==> config.mk <==
export PLATFORM = sky130hd
export DESIGN_NAME = cpia_top
export DESIGN_NICKNAME = d
export VERILOG_FILES = /design/src/cpia_pkg.sv /design/src/cpia_top.sv
export SDC_FILE = /design/constraint.sdc
export NUM_CORES = 1
export LEC_CHECK = 0
export BUFFER_PORTS_ARGS = -buffer_cell sky130_fd_sc_hd__buf_2
export CORE_ASPECT_RATIO = 1.5
export CORE_MARGIN = 1.5
export CORE_UTILIZATION = 48
export CTS_BUF_LIST = sky130_fd_sc_hd__clkbuf_4 sky130_fd_sc_hd__clkbuf_8 sky130_fd_sc_hd__clkbuf_16
export CTS_CLUSTER_DIAMETER = 100
export CTS_CLUSTER_SIZE = 24
export DETAILED_ROUTE_END_ITERATION = 8
export HOLD_SLACK_MARGIN = 0.03
export MAX_ROUTING_LAYER = met4
export PLACE_DENSITY = 0.77
export SLEW_MARGIN = 10
export SYNTH_ARGS = -nofsm -noshare
export SYNTH_HDL_FRONTEND = slang
export SYNTH_SLANG_ARGS = --single-unit
export TNS_END_PERCENT = 1
==> constraint.sdc <==
create_clock -name hclk -period 1.9 [get_ports hclk]
set_input_delay 0.095 -clock hclk [delete_from_list [all_inputs] [get_ports hclk]]
set_output_delay 0.095 -clock hclk [all_outputs]
set_load 0.02 [all_outputs]
==> src/cpia_pkg.sv <==
// Notes on behaviour
// - program flash guard is config bit 0, low means guarded.
// - eeprom guard is config bit 1, low means guarded.
// - config bits 13..2 always read back as ones.
// - blank config word reads all ones, so nothing is guarded.
// - flash and eeprom gating are independent, each by its own flag.
// - flash guarded: external writes dropped, external reads return zeros.
// - cpu fetches and reads of flash always pass.
// - eeprom guarded: external writes dropped, external reads return zeros.
// - cpu reads and writes eeprom whatever the guard flags.
// - cpu self-writes to flash follow only the range select field.
// - four user id words 8000h..8003h are read and writable.
// - 14-bit part identifier word reads at 8006h.
// - 14-bit silicon step word reads at 8005h.
// - id and revision words ignore all erase and write attempts.
// - silicon step bits 13..12 always read binary 10.
// - range 11 none, 10 guards 0-1ffh, 01 guards 0-fffh, 00 guards 0-1fffh.
// - range select never blocks writes from the external programming port.
package cpia_pkg;

  // ------------------------------------------------------------
  // word layout
  // ------------------------------------------------------------
  localparam int unsigned WORD_W = 14;
  localparam int unsigned GUARD_FLASH_BIT = 0;
  localparam int unsigned GUARD_EE_BIT = 1;
  localparam logic [13:0] CFG_BLANK = 14'h3fff;
  localparam logic [1:0] STEP_TOP = 2'h2;
  localparam int unsigned NVM_ADDR_W = 16;

  // ------------------------------------------------------------
  // nvm address map
  // ------------------------------------------------------------
  localparam logic [15:0] UID_BASE = 16'h8000;
  localparam logic [15:0] UID_LAST = 16'h8003;
  localparam logic [15:0] STEP_ADDR = 16'h8005;
  localparam logic [15:0] PART_ADDR = 16'h8006;
  localparam logic [15:0] LIM_BOOT = 16'h01ff;
  localparam logic [15:0] LIM_HALF = 16'h0fff;
  localparam logic [15:0] LIM_ALL = 16'h1fff;
  localparam logic [1:0] RANGE_OFF = 2'h3;
  localparam logic [1:0] RANGE_BOOT = 2'h2;
  localparam logic [1:0] RANGE_HALF = 2'h1;
  localparam logic [1:0] RANGE_ALL = 2'h0;

  // ------------------------------------------------------------
  // ahb register byte offsets
  // ------------------------------------------------------------
  localparam logic [7:0] OFF_CFG = 8'h00;
  localparam logic [7:0] OFF_RANGE = 8'h04;
  localparam logic [7:0] OFF_STEP = 8'h08;
  localparam logic [7:0] OFF_PART = 8'h0c;
  localparam logic [7:0] OFF_UID0 = 8'h10;
  localparam logic [7:0] OFF_STAT = 8'h20;
  localparam logic [1:0] HTRANS_NONSEQ = 2'h2;

  typedef enum logic [1:0] {
    CPIA_MEM_FLASH,
    CPIA_MEM_EE,
    CPIA_MEM_CFG
  } cpia_mem_t;

  typedef struct packed {
    logic valid;
    logic external;
    logic write;
    cpia_mem_t mem;
    logic [15:0] addr;
    logic [13:0] wdata;
  } cpia_req_t;

  typedef struct packed {
    logic allow;
    logic zero_data;
  } cpia_gate_t;

endpackage

==> src/cpia_top.sv <==
// Added by the designer: the AHB-Lite interface to the registers.
`timescale 1ns/1ps
module cpia_top
  import cpia_pkg::*;
#(
  parameter logic [13:0] PART_ID = 14'h0123, // arbitrary value
  parameter logic [11:0] STEP_LOW = 12'h001, // arbitrary value
  parameter int unsigned UID_N = 4
) (
  // clock, reset, enable
  input wire logic hclk,
  input wire logic hresetn,
  input wire logic clk_en,
  // nonvolatile config bits, latched on the first enabled clock after reset
  input wire logic [1:0] nv_guard_bits,
  input wire logic [1:0] nv_range_sel,
  // memory access request
  input wire cpia_req_t req,
  output cpia_gate_t gate,
  // nvm read data in and filtered data out
  input wire logic [13:0] mem_rdata,
  output logic [13:0] rdata_out,
  // ahb-lite slave
  input wire logic hsel,
  input wire logic [7:0] haddr,
  input wire logic [1:0] htrans,
  input wire logic hwrite,
  input wire logic [2:0] hsize,
  input wire logic [31:0] hwdata,
  input wire logic hready,
  output logic [31:0] hrdata,
  output logic hreadyout,
  output logic hresp
);

  // ------------------------------------------------------------
  // latched config
  // ------------------------------------------------------------
  logic latched_reg, latched_next;
  logic [1:0] guard_reg, guard_next;
  logic [1:0] range_reg, range_next;

  always_comb begin
    latched_next = latched_reg;
    guard_next = guard_reg;
    range_next = range_reg;
    if (!latched_reg) begin
      latched_next = 1'b1;
      guard_next = nv_guard_bits;
      range_next = nv_range_sel;
    end
  end

  always_ff @(posedge hclk or negedge hresetn) begin
    if (!hresetn) begin
      latched_reg <= 1'b0;
      guard_reg <= CFG_BLANK[1:0];
      range_reg <= RANGE_OFF;
    end else if (clk_en) begin
      latched_reg <= latched_next;
      guard_reg <= guard_next;
      range_reg <= range_next;
    end
  end

  logic flash_guard_n, eeprom_guard_n;
  assign flash_guard_n = guard_reg[GUARD_FLASH_BIT];
  assign eeprom_guard_n = guard_reg[GUARD_EE_BIT];

  // ------------------------------------------------------------
  // decode helpers
  // ------------------------------------------------------------
  function automatic logic range_blocks(input logic [1:0] sel, input logic [15:0] a);
    logic r;
    r = 1'b0;
    unique case (sel)
      RANGE_OFF: r = 1'b0;
      RANGE_BOOT: r = (a <= LIM_BOOT);
      RANGE_HALF: r = (a <= LIM_HALF);
      RANGE_ALL: r = (a <= LIM_ALL);
    endcase
    return r;
  endfunction

  function automatic logic is_fixed_id(input logic [15:0] a);
    return (a == STEP_ADDR) || (a == PART_ADDR);
  endfunction

  // bus uid slot decode, shared by the bus write and the bus read; the req port uses cfg_uid_hit
  function automatic logic bus_uid_hit(input logic [7:0] a, input int slot);
    return a == OFF_UID0 + 8'(slot * 4);
  endfunction

  function automatic logic cfg_uid_hit(input logic [15:0] a, input int slot);
    return (a == UID_BASE + 16'(slot)) && (a <= UID_LAST);
  endfunction

  logic [13:0] step_word, part_word, cfg_word;
  assign step_word = {STEP_TOP, STEP_LOW};
  assign part_word = PART_ID;
  assign cfg_word = {CFG_BLANK[13:2], guard_reg};

  // ------------------------------------------------------------
  // access gating
  // ------------------------------------------------------------
  logic self_write_range_sel_hit;
  assign self_write_range_sel_hit = range_blocks(range_reg, req.addr);

  always_comb begin
    gate.allow = 1'b0;
    gate.zero_data = 1'b0;
    if (req.valid) begin
      gate.allow = 1'b1;
      unique case (req.mem)
        CPIA_MEM_FLASH: begin
          if (req.external) begin
            // each memory sees only its own flag
            gate.allow = flash_guard_n;
            gate.zero_data = !flash_guard_n && !req.write;
            // range select not consulted on the programming port
          end else if (req.write) begin
            gate.allow = !self_write_range_sel_hit;
          end else begin
            gate.allow = 1'b1;
          end
        end
        CPIA_MEM_EE: begin
          if (req.external) begin
            gate.allow = eeprom_guard_n;
            gate.zero_data = !eeprom_guard_n && !req.write;
          end else begin
            gate.allow = 1'b1;
          end
        end
        CPIA_MEM_CFG: begin
          // fixed words are mask rom, writes and erases never reach them
          if (req.write && is_fixed_id(req.addr)) begin
            gate.allow = 1'b0;
          end else begin
            gate.allow = 1'b1;
          end
        end
        default: gate.allow = 1'b0;
      endcase
    end
  end

  // ------------------------------------------------------------
  // read data path
  // ------------------------------------------------------------
  logic [13:0] rdata_reg, rdata_next;

  always_comb begin
    rdata_next = rdata_reg;
    if (req.valid && !req.write) begin
      rdata_next = mem_rdata;
      if (gate.zero_data) begin
        rdata_next = '0;
      end else if (req.mem == CPIA_MEM_CFG) begin
        if (req.addr == STEP_ADDR) begin
          rdata_next = step_word;
        end else if (req.addr == PART_ADDR) begin
          rdata_next = part_word;
        end
      end
    end
  end

  always_ff @(posedge hclk or negedge hresetn) begin
    if (!hresetn) begin
      rdata_reg <= '0;
    end else if (clk_en) begin
      rdata_reg <= rdata_next;
    end
  end

  // ------------------------------------------------------------
  // user id words, cpu side copy
  // ------------------------------------------------------------
  logic [13:0] uid_reg [UID_N];
  logic [13:0] uid_next [UID_N];
  logic bus_wr_reg, bus_wr_next;
  logic [7:0] bus_addr_reg, bus_addr_next;

  genvar gi;
  generate
    for (gi = 0; gi < UID_N; gi++) begin : g_uid
      always_comb begin
        uid_next[gi] = uid_reg[gi];
        if (bus_wr_reg && bus_uid_hit(bus_addr_reg, gi)) begin
          uid_next[gi] = hwdata[13:0];
        end else if (req.valid && req.write && req.mem == CPIA_MEM_CFG
                     && cfg_uid_hit(req.addr, gi)) begin
          uid_next[gi] = req.wdata;
        end
      end
      always_ff @(posedge hclk or negedge hresetn) begin
        if (!hresetn) begin
          uid_reg[gi] <= CFG_BLANK;
        end else if (clk_en) begin
          uid_reg[gi] <= uid_next[gi];
        end
      end
    end
  endgenerate

  // ------------------------------------------------------------
  // ahb-lite slave, zero wait states
  // ------------------------------------------------------------
  logic take;
  assign take = hsel && hready && (htrans == HTRANS_NONSEQ);

  // register read mux, evaluated in the address phase
  function automatic logic [31:0] reg_read(input logic [7:0] a);
    logic [31:0] v;
    v = '0;
    unique case (a)
      OFF_CFG: begin
        v = {18'h0, cfg_word};
      end
      OFF_RANGE: begin
        v = {30'h0, range_reg};
      end
      OFF_STEP: begin
        v = {18'h0, step_word};
      end
      OFF_PART: begin
        v = {18'h0, part_word};
      end
      OFF_STAT: begin
        v = {29'h0, gate.zero_data, gate.allow, latched_reg};
      end
      default: begin
        for (int i = 0; i < UID_N; i++) begin
          if (bus_uid_hit(a, i)) begin
            v = {18'h0, uid_reg[i]};
          end
        end
      end
    endcase
    return v;
  endfunction

  // ------------------------------------------------------------
  // ahb data phase tracking
  // ------------------------------------------------------------
  // hwdata lags its address by one cycle, so the address is held here
  always_comb begin
    bus_wr_next = take && hwrite; // only uid words accept writes
    bus_addr_next = bus_addr_reg;
    if (take) begin
      bus_addr_next = haddr;
    end
  end

  always_ff @(posedge hclk or negedge hresetn) begin
    if (!hresetn) begin
      bus_wr_reg <= 1'b0;
      bus_addr_reg <= '0;
    end else if (clk_en) begin
      bus_wr_reg <= bus_wr_next;
      bus_addr_reg <= bus_addr_next;
    end
  end

  // ------------------------------------------------------------
  // ahb read data
  // ------------------------------------------------------------
  // registered so hrdata stands through the data phase and after it
  logic [31:0] hrdata_reg, hrdata_next;

  always_comb begin
    hrdata_next = hrdata_reg;
    if (take && !hwrite) begin
      hrdata_next = reg_read(haddr);
    end
  end

  always_ff @(posedge hclk or negedge hresetn) begin
    if (!hresetn) begin
      hrdata_reg <= '0;
    end else if (clk_en) begin
      hrdata_reg <= hrdata_next;
    end
  end

  // ------------------------------------------------------------
  // outputs
  // ------------------------------------------------------------
  assign rdata_out = rdata_reg;
  assign hrdata = hrdata_reg;
  // no wait states and no error responses, so both stay constant
  assign hreadyout = 1'b1;
  assign hresp = 1'b0;

endmodule

==> impl_results.md <==
- H-tree levels: 3
- Most frequent cell on the critical path: mux2_2
- Max incr delay on CP: 0.42 ns
- Arrival time at the worst endpoint: 2.21 ns
- WL final: between 10 and 15 mm
- Layout cells sized above 1: 58.3%
- Top Ports: 154
- Initial drt markers: between 200 and 250
- Initial Utilization: between 40% and 50%
- Drt wl/cell: around 19 um
- Commonest register cell after synthesis: dfstp_2
- Antenna-violating nets left: 0
- Number of diodes: 0
- Setup CP Type: reg -> reg
- Num CTS Buffers: 9
- Outcome: finished, violations left
- Clk pin slew, worst setup/hold paths: 0.07 ns
- Finished Core Util: between 60 and 70%
- Seq/Total Area, Yosys: between 40% and 50%
- Pre-CTS WS: -0.0307 ns
- Failing checks: negative setup slack
- PnR worst setup slack: -0.0315 ns
- Dpl hpwl: around 10 mm
- FP Rows: 47
- Final hold violation count: 0
- Max_cap viols: 0
- Worst Path Required: between 2 and 2.5 ns
- YS warnings: 0
- RSZ-0062 raised after global routing: yes
- Clock sink count: 98
- Storage element area: between 2000 and 3000 sq um
- Final Power: between 0.005 and 0.006 W
- Post-synthesis cell area: between 5000 and 6000 sq um
- Worst VDD drop: approximately 0.56 mV
- Mapped Cells: between 400 and 500
- Total grt overflow: 0
- Period Utilization, post-route: 102%
- Root Buffer: clkbuf_16
- Worst Hold Class: in -> reg
- Critical Path, Cell by Cell: nor4b_4 > nand2_1 > nor3_4 > buf_12 > mux2_2 > mux2_2
- Placeable Area: 11100 sq um
- Largest net degree at the start of global routing: 45
- Drt drc: 0
- Net count, final: 722
- Number of enable flip-flop cells after synthesis: 0
- CP Capture Type: register
- Vias: between 4000 and 5000
- Max-slew headroom: approximately three fifths
- #FFs+latches synth: just under 100
- Min Tclk post-route: a little under 2 ns
- Worst Hold Slack: ~0.037 ns
- Filler Cell Count: about 900
- Leak: between 3 and 4 nW
- Vias in the first global route: roughly 4600
- Die ar.: between 10000 and 15000 sq um
- Max Fanout on Critical Path: 15
- Vias per cell: 5.64
- Final Slew Violations: 0
- Tightest Pin Transition: 0.570 ns
- Max FFs per register: 56
- Clock Path Buffers: 2
- Routability Congestion: just over 0.9
- Final Skew: 0.00766 ns
- Die H: ~130 um
- First-pass GRT wire length: ~23 mm
- CTS tree: yes
- PwrDens: just under 800 nW/um^2
- Antenna violations before repair: 0
- Port bufs: 112
- Setup TNS: -0.206 ns
- Clk_lat worst skew: approximately 0.35 ns
- Global Route Usage Sum: between 20 and 30%
- Unique masters post-synth: 53
- Synthesized area per cell: between 10 and 15 sq um
- Initial DRT Pass Iterations: 4
- Crit path launch type: register
- Area delta synth->final: 27.4%
- Final setup violation count: 16
- Die Wd: around 90 um
- Synth async-reset ratio: 100%
- Slowest stage cell, crit path: dfrtp_1
- Maximum clock frequency: 0.518 GHz
- Footprint of the multi-input gates: roughly 2800 sq um
==> layout by cell type, fill, tap and decap left out, drive strengths merged, types with 3 or more instances in the layout <==
cell,n
nor3,5
a211oi,3
mux2,119
nand3,8
nand2,36
nand3b,4
nor2,25
nor4b,4
dfrtp,38
conb,20
mux4,8
buf,145
nand4b,4
a22o,9
o21ai,26
nor2b,4
a21oi,19
nand4,4
o221ai,3
a31oi,4
inv,11
nor4,4
dfstp,60
dlygate4sd3,19
mux2i,3
clkbuf,13
==> power by group <==
group,switching (W),total [W],internal (W)
logic,0.000560,0.00101,0.000445
clock network,0.000790,0.00192,0.00113
registers,0.000149,0.00251,0.00236
total,0.00150,0.00543,0.00393
==> synthesized netlist by cell type, types with 2 or more instances <==
cell type	number	area (sq um)
o21ai_0	25	125
nand3b_1	4	30.0
a21oi_1	19	95.1
mux4_2	8	180
clkbuf_1	8	30.0
nor2_1	25	93.8
a211oi_1	3	22.5
mux2_4	3	45.0
conb_1	2	7.51
nand4_1	3	18.8
a22oi_1	2	15.0
inv_1	11	41.3
nand2_1	36	135
dfstp_2	60	1580
o21a_1	2	15.0
nand3_1	8	40.0
nor4b_1	2	17.5
o221ai_1	3	26.3
buf_2	9	45.0
mux2i_1	3	30.0
nor3_1	4	20.0
nor4_1	3	18.8
nand4b_1	2	17.5
buf_4	22	165
nor2b_1	4	25.0
o22ai_1	2	12.5
nand4b_2	2	30.0
a22o_1	9	78.8
dfrtp_1	38	951
mux2_2	116	1310
xor2_1	2	17.5
a31oi_1	4	25.0
==> metrics by stage <==
stage	cell area (sq um)	std cells
6_report	6970	770
5_1_grt	6970	770
4_1_cts	6870	768
3_5_place_dp	6350	733
3_3_place_gp	6350	733
2_1_floorplan	5540	483
==> area by class of cell <==
class / count / area share, %
multi-input cells: 333 / 40.0
flip-flops and latches: 98 / 36.2
repair buffers: 165 / 16.0
clock buffers: 12 / 3.80
well taps: 147 / 2.64
clock inverters: 4 / 0.718
inverters: 11 / 0.592
==> repair_timing <==
action	4_1_cts	5_1_grt
setup endpoints to repair	50	56
resized for setup	4	20
hold buffers	19	0
setup buffers	0	1
pin swaps	0	1
cloned	0	1
endpoints found under the hold margin	36	0
==> cell families (layout without fill, tap and decap cells) <==
group	after synthesis	after routing	synth area share [%]
AOI/OAI and AO/OA	76	76	8.69
xor gates and xnor gates	2	2	0.320
buffers and inverters	52	192	5.42
DFF	98	98	46.2
muxes	130	130	28.5
other	2	20	0.137
and+or+nand+nor	105	105	10.7
==> worst max-delay path: cells and delay by family, from the launching register on <==
kind	cells	cell delay (ns)
AND/OR/NAND/NOR	3	0.62
multiplexers	2	0.62
flip-flops	1	0.42
buffers and inverters	1	0.20
==> worst paths after layout <==
| path | from | end | slack, ns | depth (start not counted) |
|---|---|---|---|---|
| worst max-delay path | bus_addr_reg[0]$_DFFE_PN0P_ | uid_reg[45]$_DFFE_PN1P_ | -0.03 | 6 |
| worst min-delay path | mem_rdata[0] | rdata_out[0]$_DFFE_PN0P_ | 0.04 | 3 |
| worst max register to register | bus_addr_reg[0]$_DFFE_PN0P_ | uid_reg[45]$_DFFE_PN1P_ | -0.03 | 6 |
| worst min register to register | bus_addr_reg[4]$_DFFE_PN0P_ | bus_addr_reg[4]$_DFFE_PN0P_ | 0.48 | 2 |
| max in group asynchronous | hresetn | uid_reg[25]$_DFFE_PN1P_ | 0.88 | 3 |
| min in group asynchronous | hresetn | bus_addr_reg[1]$_DFFE_PN0P_ | 0.28 | 2 |
==> metal layers <==
| metal | part of all wire [%] | vias to the layer above | track usage, % |
|---|---|---|---|
| met4 | 2.4 | 0 | 13.6 |
| met5 | 0 | - | - |
| li1 | - | 1968 | - |
| met2 | 54 | 162 | 45.8 |
| met3 | 4.8 | 24 | 3.65 |
| met1 | 39 | 2186 | 28.1 |
No activity file was read; power rests on OpenSTA's default activity.
